$ cat src/pkg/dlnb2_pkg.sv
// Shared constants and types of the channel-2 serial register block
package dlnb2_pkg;

   // ==========================================================
   // Timing
   localparam int CLK_HZ = 25_000_000;
   localparam int TONE_HZ = 22_000;
   localparam int TONE_DIV_W = 10;
   localparam logic [TONE_DIV_W-1:0] TONE_HALF =
      TONE_DIV_W'(CLK_HZ / (2 * TONE_HZ));

   // ==========================================================
   // Bus address and register selectors
   localparam logic [4:0] SLV_ADDR_HI = 5'h02;
   localparam logic [2:0] SEL_TONE = 3'h5;
   localparam logic [2:0] SEL_CMD = 3'h6;
   localparam logic [2:0] SEL_CTL = 3'h7;
   localparam int SEL_MSB = 7;
   localparam int SEL_LSB = 5;

   // ==========================================================
   // Field positions in the stored registers, and of the enable bit in a written byte
   localparam int TONE_ENT = 2;
   localparam int TONE_MSEL = 1;
   localparam int TONE_TTH = 0;
   localparam int CMD_DCL = 4;
   localparam int CMD_VSPEN = 3;
   localparam int CMD_ILR = 2;
   localparam int CMD_ILH = 1;
   localparam int CMD_ILL = 0;
   localparam int CTL_EN = 2;
   localparam int CTL_VTOP = 1;
   localparam int CTL_VBOT = 0;
   localparam int WR_EN_POS = 4;

   // ==========================================================
   // Reset values and output codes
   localparam logic [2:0] TONE_RST = 3'h0;
   localparam logic [4:0] CMD_RST = 5'h00;
   localparam logic [2:0] CTL_RST = 3'h0;
   localparam logic [2:0] ILIM_275 = 3'h0;
   localparam logic [2:0] ILIM_350 = 3'h1;
   localparam logic [2:0] ILIM_800 = 3'h4;
   localparam logic [1:0] VOUT_13 = 2'h0;
   localparam logic [1:0] VOUT_14 = 2'h1;
   localparam logic [1:0] VOUT_18 = 2'h2;
   localparam logic [1:0] VOUT_19 = 2'h3;

   // ==========================================================
   // Types
   typedef enum logic [2:0] {
      S_IDLE = 3'b000,
      S_ADDR = 3'b001,
      S_AACK = 3'b010,
      S_WDAT = 3'b011,
      S_WACK = 3'b100,
      S_RDAT = 3'b101,
      S_RACK = 3'b110
   } dlnb2_bus_t;

   typedef struct packed {
      logic overtemp_flag;
      logic tone_seen_ch2;
      logic tone_seen_ch1;
      logic voltage_diag_ch2;
      logic voltage_diag_ch1;
      logic current_diag_ch2;
      logic current_diag_ch1;
   } dlnb2_diag_t;

   typedef struct packed {
      logic boost_en;
      logic linreg_en;
      logic [1:0] vout_sel;
      logic [2:0] ilim_sel;
      logic dyn_limit_en;
   } dlnb2_pwr_t;

   typedef struct packed {
      dlnb2_bus_t bus;
      logic [7:0] sh;
      logic [3:0] cnt;
      logic rw;
      logic mack;
      logic [1:0] rd_idx;
      logic sda_oe;
      logic scl_d;
      logic sda_d;
      logic [2:0] tone_reg;
      logic [4:0] cmd_reg;
      logic [2:0] ctl_reg;
      logic [TONE_DIV_W-1:0] div;
      logic tone;
      logic tone_out;
      logic det_lvl;
      dlnb2_pwr_t pwr;
   } dlnb2_state_t;

endpackage

$ cat src/core/dlnb2_sync.sv
// Two-stage synchroniser for a vector of asynchronous inputs
module dlnb2_sync #(
   parameter int W = 8
) (
   input wire logic sys_clk_i,
   input wire logic rst_n_i,
   input wire logic [W-1:0] async_i,
   output logic [W-1:0] sync_o
);
   typedef struct packed {
      logic [W-1:0] meta;
      logic [W-1:0] stab;
   } dlnb2_sync_t;

   dlnb2_sync_t st_r;
   dlnb2_sync_t st_nxt;

   // ==========================================================
   // First stage feeds only the second stage
   always_comb begin
      st_nxt.meta = async_i;
      st_nxt.stab = st_r.meta;
   end

   always_ff @(posedge sys_clk_i) begin
      if (!rst_n_i) begin
         st_r <= '0;
      end else begin
         st_r <= st_nxt;
      end
   end

   assign sync_o = st_r.stab;
endmodule

$ cat src/core/dlnb2_regs.sv
// Channel-2 serial-bus register slave with tone and supply control
module dlnb2_regs
   import dlnb2_pkg::*;
(
   input wire logic sys_clk_i,
   input wire logic rst_n_i,
   input wire logic scl_i,
   input wire logic sda_i,
   output logic sda_o,
   output logic sda_oe_o,
   input wire logic addr_strap_lo_i,
   input wire logic addr_strap_hi_i,
   input wire logic power_ok_i,
   input wire logic ext_mod_in_ch2_i,
   input wire logic hi_volt_pin_ch2_i,
   input wire logic tone_tx_pin_ch2_i,
   input wire dlnb2_diag_t diag_i,
   output dlnb2_pwr_t pwr_o,
   output logic tone_ch2_o,
   output logic tone_detect_level_ch2_o
);
   localparam int NSYNC = 15;

   dlnb2_state_t st_r;
   dlnb2_state_t st_nxt;
   logic [NSYNC-1:0] raw;
   logic [NSYNC-1:0] syn;
   dlnb2_diag_t diag_s;
   logic scl_s;
   logic sda_s;
   logic ext_s;
   logic pin_s;
   logic txt_s;
   logic pg_s;
   logic strap_lo_s;
   logic strap_hi_s;
   logic rise;
   logic fall;
   logic start;
   logic stop;
   logic [7:0] rb;

   // ==========================================================
   // Input synchronisation
   // Every pin input, the diagnostics included, comes from outside
   assign raw = {diag_i, scl_i, sda_i, ext_mod_in_ch2_i,
                 hi_volt_pin_ch2_i, tone_tx_pin_ch2_i, power_ok_i,
                 addr_strap_lo_i, addr_strap_hi_i};

   dlnb2_sync #(
      .W(NSYNC)
   ) u_sync (
      .sys_clk_i(sys_clk_i),
      .rst_n_i(rst_n_i),
      .async_i(raw),
      .sync_o(syn)
   );

   assign {diag_s, scl_s, sda_s, ext_s, pin_s, txt_s, pg_s,
           strap_lo_s, strap_hi_s} = syn;

   // ==========================================================
   // Read-back byte selection
   // Byte order per read: tone, command, control, diagnostics
   function automatic logic [7:0] rd_byte(
      input logic [1:0] idx,
      input dlnb2_state_t s,
      input dlnb2_diag_t d
   );
      logic [7:0] b;
      b = 8'h00;
      case (idx)
         2'h0: b = {SEL_TONE, s.tone_reg, 2'h0};
         2'h1: b = {SEL_CMD, s.cmd_reg};
         2'h2: b = {SEL_CTL, s.ctl_reg[CTL_EN], 2'h0,
                    s.ctl_reg[CTL_VTOP], s.ctl_reg[CTL_VBOT]};
         default: b = {1'b0, d};
      endcase
      return b;
   endfunction

   assign rb = rd_byte(st_r.rd_idx, st_r, diag_s);

   // ==========================================================
   // Bus edge and condition detection on synchronised lines
   assign rise = scl_s & ~st_r.scl_d;
   assign fall = ~scl_s & st_r.scl_d;
   assign start = scl_s & st_r.scl_d & st_r.sda_d & ~sda_s;
   assign stop = scl_s & st_r.scl_d & ~st_r.sda_d & sda_s;

   // ==========================================================
   // Next-state logic: tone, power controls and bus engine
   always_comb begin
      st_nxt = st_r;
      st_nxt.scl_d = scl_s;
      st_nxt.sda_d = sda_s;

      // Free-running 22 kHz square wave from the system clock
      if (st_r.div == TONE_HALF - 10'h001) begin
         st_nxt.div = '0;
         st_nxt.tone = ~st_r.tone;
      end else begin
         st_nxt.div = st_r.div + 10'h001;
      end

      // Tone source follows the tone register mode
      case ({st_r.tone_reg[TONE_ENT], st_r.tone_reg[TONE_MSEL]})
         2'b00: st_nxt.tone_out = st_r.tone & ext_s;
         2'b01: st_nxt.tone_out = ext_s;
         2'b10: st_nxt.tone_out = st_r.tone;
         default: st_nxt.tone_out = st_r.tone;
      endcase
      // Pin and bit are ORed, so either can raise the level
      st_nxt.det_lvl = st_r.tone_reg[TONE_TTH] | txt_s;

      // Stage enables come from the enable bit alone
      st_nxt.pwr.boost_en = st_r.ctl_reg[CTL_EN];
      st_nxt.pwr.linreg_en = st_r.ctl_reg[CTL_EN];
      st_nxt.pwr.dyn_limit_en = ~st_r.cmd_reg[CMD_DCL];
      if (!st_r.cmd_reg[CMD_ILR]) begin
         st_nxt.pwr.ilim_sel = ILIM_275;
      end else begin
         st_nxt.pwr.ilim_sel = ILIM_350 + {1'b0,
            st_r.cmd_reg[CMD_ILH], st_r.cmd_reg[CMD_ILL]};
      end

      // Voltage selection, pin honoured only when not ignored
      if (st_r.cmd_reg[CMD_VSPEN]) begin
         st_nxt.pwr.vout_sel = {st_r.ctl_reg[CTL_VTOP],
                                st_r.ctl_reg[CTL_VBOT]};
      end else if (pin_s) begin
         st_nxt.pwr.vout_sel = {1'b1, st_r.ctl_reg[CTL_VTOP]};
      end else begin
         st_nxt.pwr.vout_sel = {1'b0, st_r.ctl_reg[CTL_VBOT]};
      end

      // Bus engine; a start wins even mid-byte, unless power-good is low
      if (start) begin
         st_nxt.bus = S_ADDR;
         st_nxt.cnt = 4'h0;
         st_nxt.sda_oe = 1'b0;
      end else if (stop) begin
         st_nxt.bus = S_IDLE;
         st_nxt.sda_oe = 1'b0;
      end else begin
         case (st_r.bus)
            S_IDLE: begin
               st_nxt.sda_oe = 1'b0;
            end
            S_ADDR: begin
               if (rise) begin
                  st_nxt.sh = {st_r.sh[6:0], sda_s};
                  st_nxt.cnt = st_r.cnt + 4'h1;
               end else if (fall && st_r.cnt == 4'h8) begin
                  if (st_r.sh[7:1] ==
                      {SLV_ADDR_HI, strap_hi_s, strap_lo_s}) begin
                     st_nxt.bus = S_AACK;
                     st_nxt.sda_oe = 1'b1;
                     st_nxt.rw = st_r.sh[0];
                     st_nxt.rd_idx = 2'h0;
                  end else begin
                     st_nxt.bus = S_IDLE;
                  end
               end
            end
            S_AACK: begin
               if (fall) begin
                  st_nxt.cnt = 4'h0;
                  if (st_r.rw) begin
                     st_nxt.bus = S_RDAT;
                     st_nxt.sh = rb;
                     st_nxt.sda_oe = ~rb[7];
                     st_nxt.rd_idx = st_r.rd_idx + 2'h1;
                  end else begin
                     st_nxt.bus = S_WDAT;
                     st_nxt.sda_oe = 1'b0;
                  end
               end
            end
            S_WDAT: begin
               if (rise) begin
                  st_nxt.sh = {st_r.sh[6:0], sda_s};
                  st_nxt.cnt = st_r.cnt + 4'h1;
               end else if (fall && st_r.cnt == 4'h8) begin
                  st_nxt.bus = S_WACK;
                  st_nxt.sda_oe = 1'b1;
                  // Only named fields are kept; other bits dropped
                  case (st_r.sh[SEL_MSB:SEL_LSB])
                     SEL_TONE: st_nxt.tone_reg = st_r.sh[4:2];
                     SEL_CMD: st_nxt.cmd_reg = st_r.sh[4:0];
                     SEL_CTL: st_nxt.ctl_reg = {st_r.sh[WR_EN_POS],
                                               st_r.sh[1:0]};
                     default: st_nxt.cmd_reg = st_r.cmd_reg;
                  endcase
               end
            end
            S_WACK: begin
               if (fall) begin
                  st_nxt.sda_oe = 1'b0;
                  st_nxt.bus = S_WDAT;
                  st_nxt.cnt = 4'h0;
               end
            end
            S_RDAT: begin
               if (fall) begin
                  if (st_r.cnt == 4'h7) begin
                     st_nxt.sda_oe = 1'b0;
                     st_nxt.bus = S_RACK;
                  end else begin
                     st_nxt.sh = {st_r.sh[6:0], 1'b0};
                     st_nxt.sda_oe = ~st_r.sh[6];
                     st_nxt.cnt = st_r.cnt + 4'h1;
                  end
               end
            end
            S_RACK: begin
               if (rise) begin
                  st_nxt.mack = ~sda_s;
               end else if (fall) begin
                  if (st_r.mack) begin
                     st_nxt.bus = S_RDAT;
                     st_nxt.sh = rb;
                     st_nxt.sda_oe = ~rb[7];
                     st_nxt.cnt = 4'h0;
                     st_nxt.rd_idx = st_r.rd_idx + 2'h1;
                  end else begin
                     st_nxt.bus = S_IDLE;
                  end
               end
            end
            default: begin
               st_nxt.bus = S_IDLE;
               st_nxt.sda_oe = 1'b0;
            end
         endcase
      end

      // Without power-good the bus is deaf and registers cleared
      if (!pg_s) begin
         st_nxt.bus = S_IDLE;
         st_nxt.sda_oe = 1'b0;
         st_nxt.tone_reg = TONE_RST;
         st_nxt.cmd_reg = CMD_RST;
         st_nxt.ctl_reg = CTL_RST;
      end
   end

   // ==========================================================
   // State register
   always_ff @(posedge sys_clk_i) begin
      if (!rst_n_i) begin
         st_r <= '0;
      end else begin
         st_r <= st_nxt;
      end
   end

   // ==========================================================
   // Outputs; data line is open drain, only ever pulled low
   assign sda_o = 1'b0;
   assign sda_oe_o = st_r.sda_oe;
   assign pwr_o = st_r.pwr;
   assign tone_ch2_o = st_r.tone_out;
   assign tone_detect_level_ch2_o = st_r.det_lvl;
endmodule

$ cat config.mk
export PLATFORM = sky130hd
export DESIGN_NAME = dlnb2_regs
export DESIGN_NICKNAME = d
export VERILOG_FILES = /design/src/pkg/dlnb2_pkg.sv /design/src/core/dlnb2_sync.sv /design/src/core/dlnb2_regs.sv
export SDC_FILE = /design/constraint.sdc
export NUM_CORES = 1
export LEC_CHECK = 0
export BUFFER_PORTS_ARGS = -buffer_cell sky130_fd_sc_hd__buf_4
export CAP_MARGIN = 15
export CORE_AREA = 4 4 77 150
export CTS_CLUSTER_DIAMETER = 200
export DETAILED_ROUTE_END_ITERATION = 12
export DIE_AREA = 0 0 81 154
export GPL_ROUTABILITY_DRIVEN = 0
export PLACE_DENSITY = 0.54
export SETUP_SLACK_MARGIN = 0.4
export SYNTH_ARGS = -nofsm -noshare
export SYNTH_HDL_FRONTEND = slang
export SYNTH_HIERARCHICAL = 1
export SYNTH_SLANG_ARGS = --single-unit
$ cat constraint.sdc
create_clock -name sys_clk_i -period 3.67 [get_ports sys_clk_i]
set_input_delay 0.734 -clock sys_clk_i [delete_from_list [all_inputs] [get_ports sys_clk_i]]
set_output_delay 0.734 -clock sys_clk_i [all_outputs]
set_load 0.05 [all_outputs]
==> results.txt, run 1 <==
Total Neg Setup Slack: 0 ns
Number of post-CTS setup repair buffers: 0
Relative slew slack: 39.5%
Largest net degree at the start of global routing: 43
Post-synth EDFFs: 0
Hold Path Class: reg2reg
Adder-cell share of the synthesized area: 2.80%
Core Region: 10500 um2
Hpwl dp: 6110 um
Largest stage delay, worst path: 0.63 ns
Fin. Hold Viols: 0
Post-synthesis async set-or-reset flop share: 0%
Initial antenna violation count: 0
Run status: completed
CP required: 3.93 ns
I/O Pins: 29
Worst-Margin Slew: 0.902 ns
Simple-Gate Fraction of Synth Area: 22.3%
Ratio of cells with drive above 1 in the final layout: 13.7%
Net Sw Frac: 20.6%
Clk root buf: clkbuf_16
Pwr Total: 1.85 mW
Drt wl/cell: 15.1 um
Placed cells: 524
Initial core utilization: 34.1%
WP buf/inv: 0
Most common cell in the synthesized netlist: dfxtp_1
Netlist cell types: 55
Clock Pin Slew Worst Setup and Hold Paths: 0.06 ns
Vias: 2743
Gr ovfl total: 0
Syn-to-layout area delta: 14.3%
Switch Pwr: 0.381 mW
Combinational share of power: 3.0%
Largest family of logic cells by synthesized area: simple AND/OR/NAND/NOR gates
Min Tclk post-route: 2.35 ns
CP max FO: 15
Max-cap violations: 0
CP Class: reg2reg
DR DRC count: 0
Die W: 81 um
VDD IR max: 285 uV
Clock buffer depth: 2
# setup viols final: 0
DR iter-0 viols: 161
DR vias/cell: 5.09
Vias in the first global route: 2676
Final max-slew violation count: 0
Resize count post-CTS: 0
Cell count after synthesis: 387
Clk_skew: 0.00765 ns
Post-DRT Antenna Nets: 0
Total routed wirelength: 8160 um
Post-synthesis sequential area ratio: 46.5%
Post-synth top cells: dfxtp_1 (83), nor2_1 (40), and2_1 (28), a21oi_1 (24), nand2_1 (18)
CTS buffer count: 9
Main flop type after synthesis: dfxtp_1
Final worst-path cycle share: 64.1%
Xor and xnor area share after synthesis: 2.70%
PD cells: 452 nW/um2
Seq pwr share: 50.3%
CP cell instances: nor2b_1 > o221ai_1 > or4_1 > a21oi_1
Antenna Cells: 0
Non-filler instance count after layout: 539
Nets: 423
Yosys top cell area share: 46.5%
P_int: 1.47 mW
Num Clock Sinks: 83
Compound-cell area share of the yosys netlist: 15.3%
Nature of the critical path startpoint: flip-flop
CP endpoint kind: flip-flop
Clock latency on the worst-skew pair: 0.33 ns
Die area: 12500 um2
Clock H-tree levels: 3
First-pass GRT wire length: 13200 um
Fin area: 4090 um2
Crit path DAT: 2.62 ns
Synth Area per Inst: 9.24 um2
Mux cell area share after synthesis: 4.87%
Overall global routing resource usage: 14.0%
Fmax: 425 MHz
Clock share of power: 46.7%
RSZ-0062 raised after global routing: no
Synth area leaders: dfxtp_1 (46%), and2_1 (4.9%), nor2_1 (4.2%)
# port buffers: 27
Top delay family on crit path: simple AND/OR/NAND/NOR gates
Largest area contributor in the netlist: dfxtp_1
Ys Warns: 6
CTS Hold Bufs: 0
Drt first pass iters: 4
Cell area after synthesis: 3570 um2
Row count: 53
CTS tree: done
Die Y: 154 um
Net Count, Synth: 412
CP max-delay cell: dfxtp_1
Leak Pwr: 1.50 nW
#FFs+latches synth: 83
Placed instance area: 3800 um2
==> layer usage <==
metal  global-route usage, %  wire length (um)
met3                    2.52               272
met5                       0                 0
met1                    13.5              2900
met4                    9.59               320
met2                    25.8              4660
==> layout make-up <==
cell class | count | area (um2)
clock buffers | 10 | 229
well taps | 137 | 171
fillers | 1120 | 6390
repair buffers | 27 | 203
clock inverters | 5 | 55.1
flip-flops and latches | 83 | 1660
multi-input cells | 264 | 1720
inverters | 13 | 48.8
==> worst paths after layout <==
kind	start	endpoint	slack, ns	cells past startpoint
max	st_r[51]	st_r[42]	1.32	4
min	u_sync/st_nxt[4]	u_sync/sync_o[4]	0.43	1
max reg2reg	st_r[51]	st_r[42]	1.32	4
min reg2reg	u_sync/st_nxt[4]	u_sync/sync_o[4]	0.43	1
==> power by group through the flow <==
stage | clock [mW] | combinational [mW] | sequential, mW
final | 0.864 | 0.0556 | 0.929
after CTS | 0.894 | 0.0567 | 0.929
after detailed placement | 0 | 0.0565 | 0.949
after floorplan | 0 | 0.0369 | 0.947
after global routing | 0.936 | 0.0616 | 0.930
after global placement | 0 | 0.0555 | 0.948
==> stage by stage <==
step	worst slack, ns	hold WS [ns]	util [%]
finish	1.32	0.428	39.0
floorplan	1.80	0.411	-
global route	1.15	0.442	39.0
CTS	1.37	0.433	39.0
global placement	1.40	0.415	36.3
detailed placement	1.36	0.421	36.3
==> sequential cells by signal (all words and copies together) (netlist names) <==
signal	count
tone_ch2_o	1
pwr_o	7
st_r	42
u_sync/st_nxt	15
tone_detect_level_ch2_o	1
u_sync/sync_o	15
sda_oe_o	1
st_nxt	1
==> cell usage in the layout, fill, tap and decap left out, types with 8 or more instances in the layout <==
cell and n:
clkbuf_16 9, buf_4 27, and2_1 28, a21oi_1 24, o21ai_0 15, a311oi_1 8
nand2b_1 9, mux2i_1 14, nor2_1 40, inv_1 11, nor2b_1 10, nor3_1 8
ha_1 8, dfxtp_1 83, nand2_1 18
==> kinds of logic after synthesis <==
logic type	count (synthesis)
AOI/OAI and AO/OA	81
xor gates and xnor gates	11
adders and majority gates	8
buffers and inverters	40
DFF	83
muxes	17
other	1
and+or+nand+nor	146
Power figures use the tool's default switching activity.
==> run 2, diff against run 1 <==
==> constraint.sdc (replaced) <==
create_clock -name sys_clk_i -period 2.3 [get_ports sys_clk_i]
set_input_delay 0.46 -clock sys_clk_i [delete_from_list [all_inputs] [get_ports sys_clk_i]]
set_output_delay 0.46 -clock sys_clk_i [all_outputs]
set_load 0.05 [all_outputs]
==> run 2 against run 1 <==
Net effect: clock skew fell by 0.0015 ns; clock-buffer cell count rose by 1; critical path type unchanged; global-route usage rose by 0.82 points; via count rose by 4.0%; critical endpoint is now st_r[28]; flip-flop and latch count did not move; critical path depth rose by 4; die area did not move; fmax rose by 22%; combinational power rose by 72%.
==> results.txt, run 2 (synthesis results as in run 1) <==
Run status: completed
Largest stage delay, worst path: 0.54 ns
Hpwl dp: 6460 um
GRT Max-Usage Layer: met2
Placed cells: 536
Overall global routing resource usage: 14.9%
Nets: 445
RSZ-0062 raised after global routing: yes
Drt wl/cell: 15.6 um
CTS tree: done
Max-cap violations: 0
WP buf/inv: 2
Hold Path Class: in2reg
Clock latency on the worst-skew pair: 0.33 ns
CP cell instances: inv_2 > ha_4 > nand3b_1 > or4_4 > nor3b_4 > buf_6 > mux2i_1 > nor2_1
Commonest non-fill, non-tap cells in the layout: dfxtp_1 (80), buf_4 (45), nor2_1 (40)
Vias in the first global route: 2875
Relative slew slack: 59.4%
M2 GR Usage: 26.9%
CP endpoint kind: flip-flop
DR vias/cell: 5.08
Post-DRT Antenna Nets: 0
Crit path DAT: 2.14 ns
Non-filler instance count after layout: 562
Worst-Margin Slew: 0.602 ns
I/O Pins: 29
CP max FO: 5
Initial core utilization: 34.1%
Die Y: 154 um
Final worst-path cycle share: 84.1%
Core Region: 10500 um2
Pwr Total: 3.04 mW
Total routed wirelength: 8740 um
Clock H-tree levels: 3
Total Neg Setup Slack: 0 ns
CTS Hold Bufs: 0
Die area: 12500 um2
Leak Pwr: 1.64 nW
Top delay family on crit path: simple AND/OR/NAND/NOR gates
Die W: 81 um
CTS buffer count: 9
VDD IR max: 656 uV
First-pass GRT wire length: 14000 um
DR iter-0 viols: 87
Gr ovfl total: 0
Antenna Cells: 0
Num Clock Sinks: 83
Largest Register: st_r
PD cells: 696 nW/um2
Clock buffer depth: 2
# port buffers: 27
Worst hold margin: 0.335 ns
Clk root buf: clkbuf_16
# fillers: 1117
Max FFs per register: 42
Vias: 2854
Clk_skew: 0.00619 ns
CP required: 2.50 ns
CP Class: reg2reg
Initial antenna violation count: 0
Met3 Track Usage GR: 3.22%
Commonest non-fill, non-tap cell in the layout: dfxtp_1
DR DRC count: 0
CP max-delay cell: or4_4
Largest net degree at the start of global routing: 33
Row count: 53
# setup viols final: 0
Nature of the critical path startpoint: flip-flop
Ratio of cells with drive above 1 in the final layout: 22.4%
Fmax: 517 MHz
Final max-slew violation count: 0
Clock Pin Slew Worst Setup and Hold Paths: 0.06 ns
Grt met1 use: 13.4%
Fin. Hold Viols: 0
Drt first pass iters: 4
Syn-to-layout area delta: 22.2%
Min Tclk post-route: 1.93 ns
-- run 2: per-layer routing --
| layer | vias to the layer above | share of wire [%] |
|---|---|---|
| li1 | 1411 | - |
| met1 | 1349 | 35 |
| met2 | 61 | 55 |
| met3 | 33 | 2.9 |
| met4 | 0 | 7.5 |
| met5 | - | 0 |
-- run 2: metrics by stage --
step           instance area (um2)  setup slack, ns  utilization [%]
2_1_floorplan                 3570            0.426                -
3_3_place_gp                  3890            0.288             37.2
3_5_place_dp                  3890            0.251             37.2
4_1_cts                       4260            0.334             40.7
5_1_grt                       4370            0.287             41.7
6_report                      4370            0.366             41.7
-- run 2: area by class of cell --
| type | instances | area (um2) | share of cell area, % |
|---|---|---|---|
| clock inverter | 5 | 60.1 | 1.38 |
| tap | 137 | 171 | 3.93 |
| multi-input combinational | 264 | 1770 | 40.6 |
| timing repair buffer | 49 | 392 | 8.97 |
| clock buffer | 11 | 253 | 5.79 |
| inverter | 13 | 48.8 | 1.12 |
| sequential | 83 | 1670 | 38.2 |
-- run 2: final timing paths --
check / from / to / slack (ns) / cells past startpoint
max reg2reg: st_r[39] / st_r[28] / 0.37 / 8
min: diag_i[3] / u_sync/st_nxt[11] / 0.34 / 2
min reg2reg: u_sync/st_nxt[5] / u_sync/sync_o[5] / 0.43 / 1
max: st_r[39] / st_r[28] / 0.37 / 8
-- run 2: power by group --
part | total [mW] | switching, mW | internal (mW)
Combinational | 0.0957 | 0.0503 | 0.0454
Sequential | 1.48 | 0.0112 | 1.47
Clock | 1.46 | 0.561 | 0.903
-- run 2: what timing repair did --
item,CTS,global route
setup endpoints to repair,12,22
cloned,0,1
pin swaps,4,8
setup buffers,4,5
resized for setup,8,16
==> run 3, diff against run 2 <==
==> constraint.sdc (replaced) <==
create_clock -name sys_clk_i -period 2 [get_ports sys_clk_i]
set_input_delay 0.4 -clock sys_clk_i [delete_from_list [all_inputs] [get_ports sys_clk_i]]
set_output_delay 0.4 -clock sys_clk_i [all_outputs]
set_load 0.05 [all_outputs]
==> run 3 against run 2 <==
Net effect: cell count rose by 0.53%; core utilization grew 0.81 points; flip-flop and latch count unchanged; setup slack got worse by 0.30 ns; routed wire length shrank 1.7%; non-clock buffer count grew 4; sequential power up 15%; via count is 0.32% higher; worst hold slack got worse by 0.068 ns; critical path depth down 1; combinational power increased by 20%; design area up 1.9%; critical path type unchanged; largest power group unchanged; highest routed layer unchanged.
==> results.txt, run 3 (synthesis results as in run 1) <==
Die Y: 154 um
Initial core utilization: 34.1%
Final worst setup slack: 0.0628 ns
Syn-to-layout area delta: 24.5%
CP max FO: 5
Vias in the first global route: 2931
First-pass GRT wire length: 14200 um
Max FFs per register: 42
Clk_skew: 0.00778 ns
Leak Pwr: 1.65 nW
Fin. Hold Viols: 0
Min Tclk post-route: 1.94 ns
Initial antenna violation count: 0
# port buffers: 27
Core Util, Final: 42.5%
DR DRC count: 0
Largest Register: st_r
Gr ovfl total: 0
Relative slew slack: 47.2%
Overall global routing resource usage: 15.0%
Pwr Total: 3.45 mW
Die area: 12500 um2
R2R Setup Slk: 0.06 ns
# fillers: 1061
Nature of the critical path startpoint: flip-flop
CTS Hold Bufs: 0
Clock latency on the worst-skew pair: 0.34 ns
VDD IR max: 488 uV
Multi-input gate area: 1830 um2
Hold Path Class: in2reg
Crit path DAT: 2.14 ns
Hold endpoint: u_sync/st_nxt[13]
Reg2Reg Depth: 7
Non-filler instance count after layout: 565
RSZ-0062 raised after global routing: yes
Commonest non-fill, non-tap cell in the layout: dfxtp_1
Final max-slew violation count: 0
CP Class: reg2reg
Antenna Cells: 0
CTS buffer count: 9
I/O Pins: 29
Post-DRT Antenna Nets: 0
Total Neg Setup Slack: 0 ns
Largest net degree at the start of global routing: 17
Vias: 2863
Nets: 449
CP endpoint kind: flip-flop
Clk root buf: clkbuf_16
Worst-Margin Slew: 0.784 ns
Clock H-tree levels: 3
FF/Latch Area: 1670 um2
CTS tree: done
Placed cells: 542
Final worst-path cycle share: 96.9%
Hpwl dp: 6470 um
DR iter-0 viols: 101
Num Clock Sinks: 83
Drt first pass iters: 5
Drt wl/cell: 15.2 um
CP required: 2.20 ns
Worst Min Path Start: diag_i[5]
Commonest non-fill, non-tap cells in the layout: dfxtp_1 (79), buf_4 (48), nor2_1 (39)
Clock Pin Slew Worst Setup and Hold Paths: 0.05 ns
Fmax: 516 MHz
WHS Path Cells: 2
Ratio of cells with drive above 1 in the final layout: 24.1%
Reg2reg end: st_r[31]
Max-cap violations: 0
Clock buffer depth: 2
Core Region: 10500 um2
Run status: completed
DR vias/cell: 5.07
Setup WS pre-CTS: 0.0323 ns
PD cells: 775 nW/um2
Total routed wirelength: 8600 um
Die W: 81 um
# setup viols final: 0
Row count: 53
Reg-to-Reg Start: st_r[39]
[run 3: layout make-up]
type	instances	area share (%)
Multi-Input combinational cell	264	41.1
Sequential cell	83	37.5
Timing Repair Buffer	53	9.75
Clock buffer	13	5.85
Tap cell	137	3.85
Inverter	13	1.15
Clock inverter	2	0.787
[run 3: worst max path at each step]
stage / startpoint / to / slack (ns) / cells after the start
3_5_place_dp: st_r[53] / st_r[42] / 0.03 / 6
3_3_place_gp: st_r[53] / st_r[42] / 0.07 / 6
4_1_cts: st_r[39] / st_r[28] / 0.05 / 8
2_1_floorplan: st_r[39] / st_r[24] / 0.22 / 7
5_1_grt: st_r[39] / st_r[26] / -0.07 / 8
6_report: st_r[39] / st_r[31] / 0.06 / 7
[run 3: what timing repair did]
item | CTS | global route
buffers inserted | 6 | 1
pin swaps | 9 | 5
endpoints found under the hold margin | 0 | 0
gates cloned | 1 | 0
gates resized for setup | 24 | 6
endpoints found under the setup margin | 35 | 31
[run 3: worst max-delay path, cell delays in order (launching register included)]
cell and delay, ns:
dfxtp_4 0.36, inv_4 0.06, ha_4 0.12, nand3b_1 0.14, or4_4 0.50, nor3b_2 0.34
mux2i_1 0.23, nor2_1 0.06
[run 3: metal layers]
| layer | GRT usage (%) | part of all wire [%] |
|---|---|---|
| met5 | 0 | 0 |
| met4 | 12.9 | 8.5 |
| met3 | 3.22 | 3.6 |
| met2 | 26.9 | 54 |
| met1 | 13.6 | 34 |
[run 3: power by group]
part | total [mW] | internal [mW] | switching [mW]
sequential | 1.70 | 1.69 | 0.0139
clock | 1.63 | 1.03 | 0.606
combinational | 0.115 | 0.0547 | 0.0605
[run 3: metrics by stage]
stage / instance area, um2 / hold slack (ns)
2_1_floorplan: 3600 / 0.411
3_3_place_gp: 3980 / 0.414
3_5_place_dp: 3980 / 0.419
4_1_cts: 4420 / 0.260
5_1_grt: 4450 / 0.266
6_report: 4450 / 0.268
